<file path="src/hw/gldp_pkg.sv">
// package: constants and types for the guide link descriptor parser
package gldp_pkg;
  // descriptor type codes
  localparam logic [7:0] TAG_GUIDE_LINK = 8'hCE;
  localparam logic [7:0] TAG_COUNTERPART = 8'hCD;
  // guide linkage and counterpart layout
  localparam int ENTRY_BYTES = 7;
  localparam int CNT_HDR_BYTES = 1;
  localparam int CPART_BYTES = 4;
  localparam logic [1:0] CNT_RSV_ONES = 2'h3;
  localparam logic [3:0] ROLE_RSV_ONES = 4'hF;
  localparam logic [3:0] ROLE_PREVIEW = 4'h0;
  localparam logic [3:0] ROLE_GENERAL = 4'h1;
  // kind of descriptor being parsed
  localparam logic [1:0] KIND_OTHER = 2'h0;
  localparam logic [1:0] KIND_GUIDE = 2'h1;
  localparam logic [1:0] KIND_CPART = 2'h2;
  // feeder register offsets (byte addresses)
  localparam logic [7:0] OFF_DATA = 8'h00;
  localparam logic [7:0] OFF_STATUS = 8'h04;
  localparam logic [7:0] OFF_IRQ_STAT = 8'h08;
  localparam logic [7:0] OFF_IRQ_MASK = 8'h0C;
  // data register fields
  localparam int DATA_LAST_BIT = 8;
  // irq status bit positions
  localparam int IRQ_BYTE_SENT = 0;
  localparam int IRQ_DESC_DONE = 1;
  localparam int IRQ_STREAM_END = 2;
  localparam int IRQ_W = 3;
  localparam logic [IRQ_W-1:0] IRQ_MASK_RST = 3'h0;
  // parser states
  typedef enum logic [2:0] {PS_TAG, PS_LEN, PS_CNT, PS_ENTRY, PS_CPART, PS_SKIP} gldp_pstate_e;
  // feeder position within a descriptor
  typedef enum logic [1:0] {FP_TAG, FP_LEN, FP_BODY} gldp_fpos_e;
endpackage : gldp_pkg

</file>
<file path="src/hw/gldp_if.sv">
// interface: byte stream from the feeder to the parser
`timescale 1ns/1ps
interface gldp_if (
  input wire logic clk, // system clock
  input wire logic rst_n // async reset, active low
);
  logic byte_valid;
  logic [7:0] byte_data;
  logic byte_last;
  logic byte_ready;

  modport feeder (
    output byte_valid,
    output byte_data,
    output byte_last,
    input byte_ready
  );

  modport parser (
    input byte_valid,
    input byte_data,
    input byte_last,
    output byte_ready
  );
endinterface : gldp_if

</file>
<file path="src/hw/gldp_parser.sv">
// parser end: decodes guide linkage and counterpart descriptors from a byte stream
//
// Summary of operation
// - tag 0xCE selects guide linkage decoding
// - guide length byte bounds consumed bytes
// - third byte: two ones, 6-bit entry count
// - entry starts with 16-bit channel, MSB first
// - then 32-bit item key, MSB first
// - last entry byte: four ones, role code
// - emitter sends roles 0/1; others flagged
// - tag 0xCD selects counterpart decoding
// - counterpart length byte delimits descriptor
// - counterpart key output after four bytes
// - counterpart target listed in same table
// - guide descriptor only in proper loops
`timescale 1ns/1ps
module gldp_parser
  import gldp_pkg::*;
(
  input wire logic clk, // system clock
  input wire logic rst_n, // async reset, active low
  gldp_if.parser lnk, // byte stream in
  output logic busy, // inside a descriptor
  output logic [1:0] desc_kind, // kind of current or last descriptor
  output logic [5:0] link_entry_total, // entry count of guide descriptor
  output logic entry_valid, // one-cycle pulse: entry fields valid
  output logic [5:0] entry_index, // index of presented entry
  output logic [15:0] target_channel_number, // offline service of entry
  output logic [31:0] entry_item_key, // item key of entry
  output logic [3:0] entry_role, // raw role code
  output logic role_preview, // role decodes as preview
  output logic role_general, // role decodes as general description
  output logic cpart_valid, // one-cycle pulse: counterpart key valid
  output logic [31:0] cpart_item_key, // counterpart item key
  output logic desc_done, // pulse: descriptor fully consumed
  output logic err_role, // pulse: reserved role code
  output logic err_reserved, // pulse: reserved bits not all ones
  output logic err_length, // pulse: length disagrees with content
  output logic err_trunc // pulse: stream ended inside descriptor
);
  // ==========================================================
  // stream handshake
  logic ready_q;
  logic take;
  logic [7:0] b;
  logic body;
  logic fin;
  logic trunc;
  gldp_pstate_e state_q;
  logic [1:0] kind_q;
  logic [7:0] rem_q;
  logic [5:0] ent_left_q;
  logic [2:0] idx_q;
  logic [47:0] sh_q;
  logic [8:0] expect_len;

  // tag decode, shared by the walk and the kind output
  function automatic logic [1:0] tag_kind(input logic [7:0] t);
    if (t == TAG_GUIDE_LINK) begin
      return KIND_GUIDE;
    end else if (t == TAG_COUNTERPART) begin
      return KIND_CPART;
    end
    return KIND_OTHER;
  endfunction : tag_kind

  assign take = lnk.byte_valid && ready_q;
  assign b = lnk.byte_data;
  assign body = (state_q == PS_CNT) || (state_q == PS_ENTRY) || (state_q == PS_CPART) || (state_q == PS_SKIP);
  // descriptor ends when the declared count runs out
  assign fin = (body && rem_q == 8'h01) || (state_q == PS_LEN && b == 8'h00);
  assign trunc = lnk.byte_last && !fin;
  assign expect_len = 9'(CNT_HDR_BYTES) + 9'(b[5:0]) * 9'(ENTRY_BYTES);

  always_ff @(posedge clk or negedge rst_n) begin
    if (!rst_n) begin
      ready_q <= 1'b0;
    end else begin
      ready_q <= 1'b1;
    end
  end
  assign lnk.byte_ready = ready_q;

  // ==========================================================
  // descriptor walk
  always_ff @(posedge clk or negedge rst_n) begin
    if (!rst_n) begin
      state_q <= PS_TAG;
      kind_q <= KIND_OTHER;
      rem_q <= 8'h00;
      ent_left_q <= 6'h00;
      idx_q <= 3'h0;
      sh_q <= 48'h0;
    end else if (take) begin
      if (body) begin
        rem_q <= rem_q - 8'h01;
      end
      case (state_q)
        PS_TAG: begin
          kind_q <= tag_kind(b);
          state_q <= PS_LEN;
        end
        PS_LEN: begin
          rem_q <= b;
          idx_q <= 3'h0;
          case (kind_q)
            KIND_GUIDE: state_q <= PS_CNT;
            KIND_CPART: state_q <= PS_CPART;
            default: state_q <= PS_SKIP;
          endcase
        end
        PS_CNT: begin
          ent_left_q <= b[5:0];
          state_q <= (b[5:0] == 6'h00) ? PS_SKIP : PS_ENTRY;
        end
        PS_ENTRY: begin
          sh_q <= {sh_q[39:0], b};
          if (idx_q == 3'(ENTRY_BYTES - 1)) begin
            idx_q <= 3'h0;
            ent_left_q <= ent_left_q - 6'h01;
            if (ent_left_q == 6'h01) begin
              state_q <= PS_SKIP;
            end
          end else begin
            idx_q <= idx_q + 3'h1;
          end
        end
        PS_CPART: begin
          sh_q <= {sh_q[39:0], b};
          idx_q <= idx_q + 3'h1;
          if (idx_q == 3'(CPART_BYTES - 1)) begin
            state_q <= PS_SKIP;
          end
        end
        PS_SKIP: begin
          state_q <= PS_SKIP;
        end
        default: begin
          state_q <= PS_TAG;
        end
      endcase
      if (fin || trunc) begin
        state_q <= PS_TAG;
      end
    end
  end

  // ==========================================================
  // descriptor-level outputs
  always_ff @(posedge clk or negedge rst_n) begin
    if (!rst_n) begin
      busy <= 1'b0;
      desc_kind <= KIND_OTHER;
      link_entry_total <= 6'h00;
      desc_done <= 1'b0;
      err_trunc <= 1'b0;
    end else begin
      desc_done <= take && fin;
      err_trunc <= take && trunc;
      if (take) begin
        busy <= !(fin || trunc);
        if (state_q == PS_TAG) begin
          desc_kind <= tag_kind(b);
        end
        if (state_q == PS_CNT) begin
          link_entry_total <= b[5:0];
        end
      end
    end
  end

  // ==========================================================
  // entry outputs
  always_ff @(posedge clk or negedge rst_n) begin
    if (!rst_n) begin
      entry_valid <= 1'b0;
      entry_index <= 6'h00;
      target_channel_number <= 16'h0000;
      entry_item_key <= 32'h00000000;
      entry_role <= 4'h0;
      role_preview <= 1'b0;
      role_general <= 1'b0;
      err_role <= 1'b0;
    end else begin
      entry_valid <= 1'b0;
      err_role <= 1'b0;
      if (take && state_q == PS_ENTRY && idx_q == 3'(ENTRY_BYTES - 1)) begin
        entry_valid <= 1'b1;
        entry_index <= link_entry_total - ent_left_q;
        target_channel_number <= sh_q[47:32];
        entry_item_key <= sh_q[31:0];
        entry_role <= b[3:0];
        role_preview <= (b[3:0] == ROLE_PREVIEW);
        role_general <= (b[3:0] == ROLE_GENERAL);
        err_role <= (b[3:0] > ROLE_GENERAL);
      end
    end
  end

  // ==========================================================
  // counterpart output
  always_ff @(posedge clk or negedge rst_n) begin
    if (!rst_n) begin
      cpart_valid <= 1'b0;
      cpart_item_key <= 32'h00000000;
    end else begin
      cpart_valid <= 1'b0;
      if (take && state_q == PS_CPART && idx_q == 3'(CPART_BYTES - 1)) begin
        cpart_valid <= 1'b1;
        cpart_item_key <= {sh_q[23:0], b};
      end
    end
  end

  // ==========================================================
  // format checks
  always_ff @(posedge clk or negedge rst_n) begin
    if (!rst_n) begin
      err_reserved <= 1'b0;
      err_length <= 1'b0;
    end else begin
      err_reserved <= 1'b0;
      err_length <= 1'b0;
      if (take) begin
        case (state_q)
          PS_LEN: begin
            // a guide descriptor needs its count byte, a counterpart its key
            err_length <= (kind_q == KIND_GUIDE && b == 8'h00) ||
                          (kind_q == KIND_CPART && b < 8'(CPART_BYTES));
          end
          PS_CNT: begin
            err_length <= (expect_len != {1'b0, rem_q});
            err_reserved <= (b[7:6] != CNT_RSV_ONES);
          end
          PS_ENTRY: begin
            if (idx_q == 3'(ENTRY_BYTES - 1)) begin
              err_reserved <= (b[7:4] != ROLE_RSV_ONES);
            end
          end
          default: begin
            err_reserved <= 1'b0;
          end
        endcase
      end
    end
  end
endmodule : gldp_parser

</file>
<file path="src/flat_wrapper.sv">
// flat-port wrapper written by rule: the top's interface ports become plain ports
module gldp_parser_flat import gldp_pkg::*;
  (clk, rst_n, busy, desc_kind, link_entry_total, entry_valid, entry_index, target_channel_number, entry_item_key, entry_role, role_preview, role_general, cpart_valid, cpart_item_key, desc_done, err_role, err_reserved, err_length, err_trunc, lnk_byte_valid, lnk_byte_data, lnk_byte_last, lnk_byte_ready);
  gldp_if lnk_i (.clk(clk), .rst_n(rst_n));
  input wire logic clk;
  input wire logic rst_n;
  output logic busy;
  output logic [1:0] desc_kind;
  output logic [5:0] link_entry_total;
  output logic entry_valid;
  output logic [5:0] entry_index;
  output logic [15:0] target_channel_number;
  output logic [31:0] entry_item_key;
  output logic [3:0] entry_role;
  output logic role_preview;
  output logic role_general;
  output logic cpart_valid;
  output logic [31:0] cpart_item_key;
  output logic desc_done;
  output logic err_role;
  output logic err_reserved;
  output logic err_length;
  output logic err_trunc;
  input wire logic [$bits(lnk_i.byte_valid)-1:0] lnk_byte_valid;
  input wire logic [$bits(lnk_i.byte_data)-1:0] lnk_byte_data;
  input wire logic [$bits(lnk_i.byte_last)-1:0] lnk_byte_last;
  output wire logic [$bits(lnk_i.byte_ready)-1:0] lnk_byte_ready;
  assign lnk_i.byte_valid = lnk_byte_valid;
  assign lnk_i.byte_data = lnk_byte_data;
  assign lnk_i.byte_last = lnk_byte_last;
  assign lnk_byte_ready = lnk_i.byte_ready;
  gldp_parser u_core (.clk(clk), .rst_n(rst_n), .lnk(lnk_i), .busy(busy), .desc_kind(desc_kind), .link_entry_total(link_entry_total), .entry_valid(entry_valid), .entry_index(entry_index), .target_channel_number(target_channel_number), .entry_item_key(entry_item_key), .entry_role(entry_role), .role_preview(role_preview), .role_general(role_general), .cpart_valid(cpart_valid), .cpart_item_key(cpart_item_key), .desc_done(desc_done), .err_role(err_role), .err_reserved(err_reserved), .err_length(err_length), .err_trunc(err_trunc));
endmodule
</file>
<file path="config.mk">
export PLATFORM = sky130hd
export DESIGN_NAME = gldp_parser_flat
export DESIGN_NICKNAME = d
export VERILOG_FILES = /design/src/hw/gldp_pkg.sv /design/src/hw/gldp_if.sv /design/src/hw/gldp_parser.sv /design/src/flat_wrapper.sv
export SDC_FILE = /design/constraint.sdc
export NUM_CORES = 1
export LEC_CHECK = 0
export ABC_AREA = 1
export BUFFER_PORTS_ARGS = -buffer_cell sky130_fd_sc_hd__buf_2
export CORE_AREA = 2 2 146 219
export CTS_BUF_LIST = sky130_fd_sc_hd__clkbuf_4 sky130_fd_sc_hd__clkbuf_8 sky130_fd_sc_hd__clkbuf_16
export CTS_CLUSTER_SIZE = 28
export DETAILED_ROUTE_END_ITERATION = 7
export DIE_AREA = 0 0 148 221
export GPL_TIMING_DRIVEN = 1
export PLACE_DENSITY = 0.43
export SETUP_SLACK_MARGIN = 0.2
export SYNTH_ARGS = -nofsm -noshare
export SYNTH_HDL_FRONTEND = slang
export SYNTH_SLANG_ARGS = --single-unit
</file>
<file path="constraint.sdc">
create_clock -name clk -period 2.56 [get_ports clk]
set_input_delay 0.384 -clock clk [delete_from_list [all_inputs] [get_ports clk]]
set_output_delay 0.384 -clock clk [all_outputs]
set_load 0.05 [all_outputs]
</file>
==> flow_summary.json <==
{
  "cts_tree": "yes",
  "max_freq_mhz": 481,
  "grt_max_degree": 106,
  "clock_sinks": 177,
  "power.leakage_uw": 0.00499,
  "drtPass1Iterations": 4,
  "grt_pass1_wl_mm": 35.2,
  "required_ps": 2900,
  "grt_overflow_total": 0,
  "dp_hpwl_mm": 16.2,
  "hold_path.class": "input port to flop",
  "crit_chain": "buf_2, fa_1, inv_1, fa_1, inv_1, nand2_1, nand2_1, nor2_1, nand2_1, nor2_1, nand3_1, nor2_1, nand3_1, nand2_1, nand2_1",
  "fin_area_um2": 9750,
  "die_area_um2": 32700,
  "post-synth-top-count-cell": "nand2_1",
  "yosysTopAreaCell": "dfrtp_1",
  "synthFlopType": "dfrtp_1",
  "place_area_um2": 9130,
  "n_fill_cell": 3382,
  "critPathMaxStageDelay_ps": 580,
  "cts.reportedPaths.clkPinSlew_ps": 70,
  "wl_mm": 22.3,
  "syn_inst": 879,
  "post_drt_via_cell_ratio": 4.25,
  "drv_cap": 0,
  "synthArstFlopShare_pct": 100,
  "peakVddDrop_mv": 0.509,
  "yosysWarningCount": 0,
  "synth-edff-count": 0,
  "synthTopCellsByArea": "dfrtp_1 (56%), nand2_1 (10%), o21ai_0 (6.7%)",
  "path_max_fanout": 2,
  "tightestPinTransition_ps": 549,
  "register_area_um2": 4430,
  "start_kind": "input port",
  "numCtsBuffers": 17,
  "power.density_nw_per_um2": 866,
  "htree_levels": 4,
  "worstHoldPathCells": 3,
  "drt_iter0_markers": 224,
  "fin_crit_ps": 2080,
  "clockBufferDepth": 2,
  "rsz0062_at_grt": "no",
  "timing.reg2reg.setup_slack_ps": 520,
  "fp-row-count": 79,
  "insertedDiodeCount": 0,
  "cts_setup_buffers": 0,
  "synth_fp_nets": 929,
  "gp_congestion": 0.823,
  "fin_skew_ps": 17.9,
  "antenna_left": 0,
  "ios": 121,
  "first_global_vias": 6029,
  "portBuffers": 120,
  "grt.total_usage_pct": 14.2,
  "syn-cell-area_um2": 7890,
  "hold_viol": 0,
  "fin_nets": 1064,
  "fp.dieW_um": 148,
  "critPathKind": "input port to flop",
  "initial_core_util_pct": 25.6,
  "area_growth_pct": 23.6,
  "ys_seq_area_share_pct": 56.1,
  "cpMaxStageDelayCell": "fa_1",
  "rr_worst_depth": 11,
  "multi_input_area_um2": 2930,
  "path_common_cell": "nand2_1",
  "worst_ep_arrival_time_ps": 2420,
  "report.final.slew_viol_count": 0,
  "max-slew-margin-rel_pct": 63.4,
  "drive_gt1_share_pct": 18.9,
  "synth_cell_types": 34,
  "ctsResizeCount": 0,
  "clk_latency_ps": 450,
  "remaining_drc_errors": 0,
  "antenna_found_initial": 0,
  "synth-seq-cells": 177,
  "end_kind": "flop",
  "syn_avg_cell_area_um2": 8.98,
  "setup_viol": 0,
  "synth_top_area_share_pct": 56.1,
  "tns_ps": 0,
  "die_h_um": 221,
  "clock-root-buffer": "clkbuf_16",
  "yosys-top-cells-count": "nand2_1 (219), dfrtp_1 (177), o21ai_0 (106)",
  "core-area_um2": 30800,
  "hold_buffers": 1,
  "status": "complete, no violations",
  "wl_per_cell_um": 15.6,
  "via_count": 6088,
  "min_period_over_period_pct": 81.2
}
==> stage by stage <==
stage	power [µW]	utilization, %	worst slack, ps	std cells	hold WS, ps
after CTS	8610	31.6	472	1432	166
after global routing	9050	31.6	268	1432	187
final	8440	31.6	481	1432	186
after global placement	5820	29.6	12.5	1399	426
after floorplan	5050	-	303	879	88.4
after detailed placement	5820	29.6	-5.54	1399	424
==> state kept, by name (all words and copies together) (netlist names), 6 cells and up <==
| name | cells |
|---|---|
| u_core.target_channel_number | 16 |
| u_core.entry_item_key | 32 |
| u_core.ent_left_q | 6 |
| u_core.link_entry_total | 6 |
| u_core.cpart_item_key | 32 |
| u_core.entry_index | 6 |
| u_core.rem_q | 8 |
| u_core.sh_q | 48 |
==> routing by layer <==
| metal | share of wire, % | global-route usage, % | vias to the layer above |
|---|---|---|---|
| li1 | - | - | 3087 |
| met1 | 41 | 16.3 | 2876 |
| met2 | 53 | 25.4 | 98 |
| met3 | 2.5 | 2.56 | 27 |
| met4 | 2.9 | 6.27 | 0 |
| met5 | 0 | 0 | - |
==> power breakdown <==
| group | internal [µW] | total (µW) | switching, µW |
|---|---|---|---|
| sequential | 3170 | 3470 | 304 |
| combinational | 715 | 2270 | 1550 |
| clock | 1550 | 2700 | 1160 |
==> area by class of cell <==
cell class / count / area share [%]
clock buffers: 21 / 4.93
clock inverters: 11 / 1.32
inverters: 103 / 3.98
multi-input cells: 567 / 30.1
flip-flops and latches: 177 / 45.4
well taps: 405 / 5.20
repair buffers: 148 / 9.07
==> placed cells by master (no fill, tap or decap), types with 2 or more instances in the layout <==
master	instances
nand2_1	219
dfrtp_1	177
buf_2	119
o21ai_0	106
inv_1	98
nor2_1	59
a21oi_1	53
o21ai_1	31
ha_1	31
nand3_1	24
buf_4	22
clkbuf_16	17
fa_1	7
clkbuf_8	5
buf_12	5
inv_2	4
xor2_1	4
o211ai_1	4
clkinvlp_4	4
nand4_1	3
clkinv_2	3
or2_2	3
o22ai_1	3
a22oi_1	3
nor2_4	2
xnor2_1	2
nand3b_1	2
bufinv_16	2
clkinv_4	2
==> worst paths after layout <==
kind / from / end
hold / removal: lnk_byte_last / u_core.err_trunc
hold reg to reg: u_core.target_channel_number[8] / u_core.target_channel_number[8]
max in group asynchronous: rst_n / u_core.entry_index[1]
setup reg to reg: u_core.state_q[2] / u_core.state_q[2]
setup / recovery: lnk_byte_data[0] / u_core.err_length
min in group asynchronous: rst_n / u_core.entry_item_key[15]
==> cell families (layout without fill, tap and decap cells) <==
kind of cell,Yosys count,after routing,synth area share [%]
and+or+nand+nor,316,316,16.0
AOI/OAI and AO/OA,206,206,13.6
DFF,177,177,56.1
buffers and inverters,135,283,6.90
adders and majority gates,38,38,6.69
xor gates and xnor gates,6,6,0.666
other,1,1,0.0475
==> critical path: cells and delay by family <==
family	cells	cell delay, ps
adders and majority gates	2	1130
and+or+nand+nor	10	670
buffers and inverters	3	230
(Power assumes the default switching activity.)
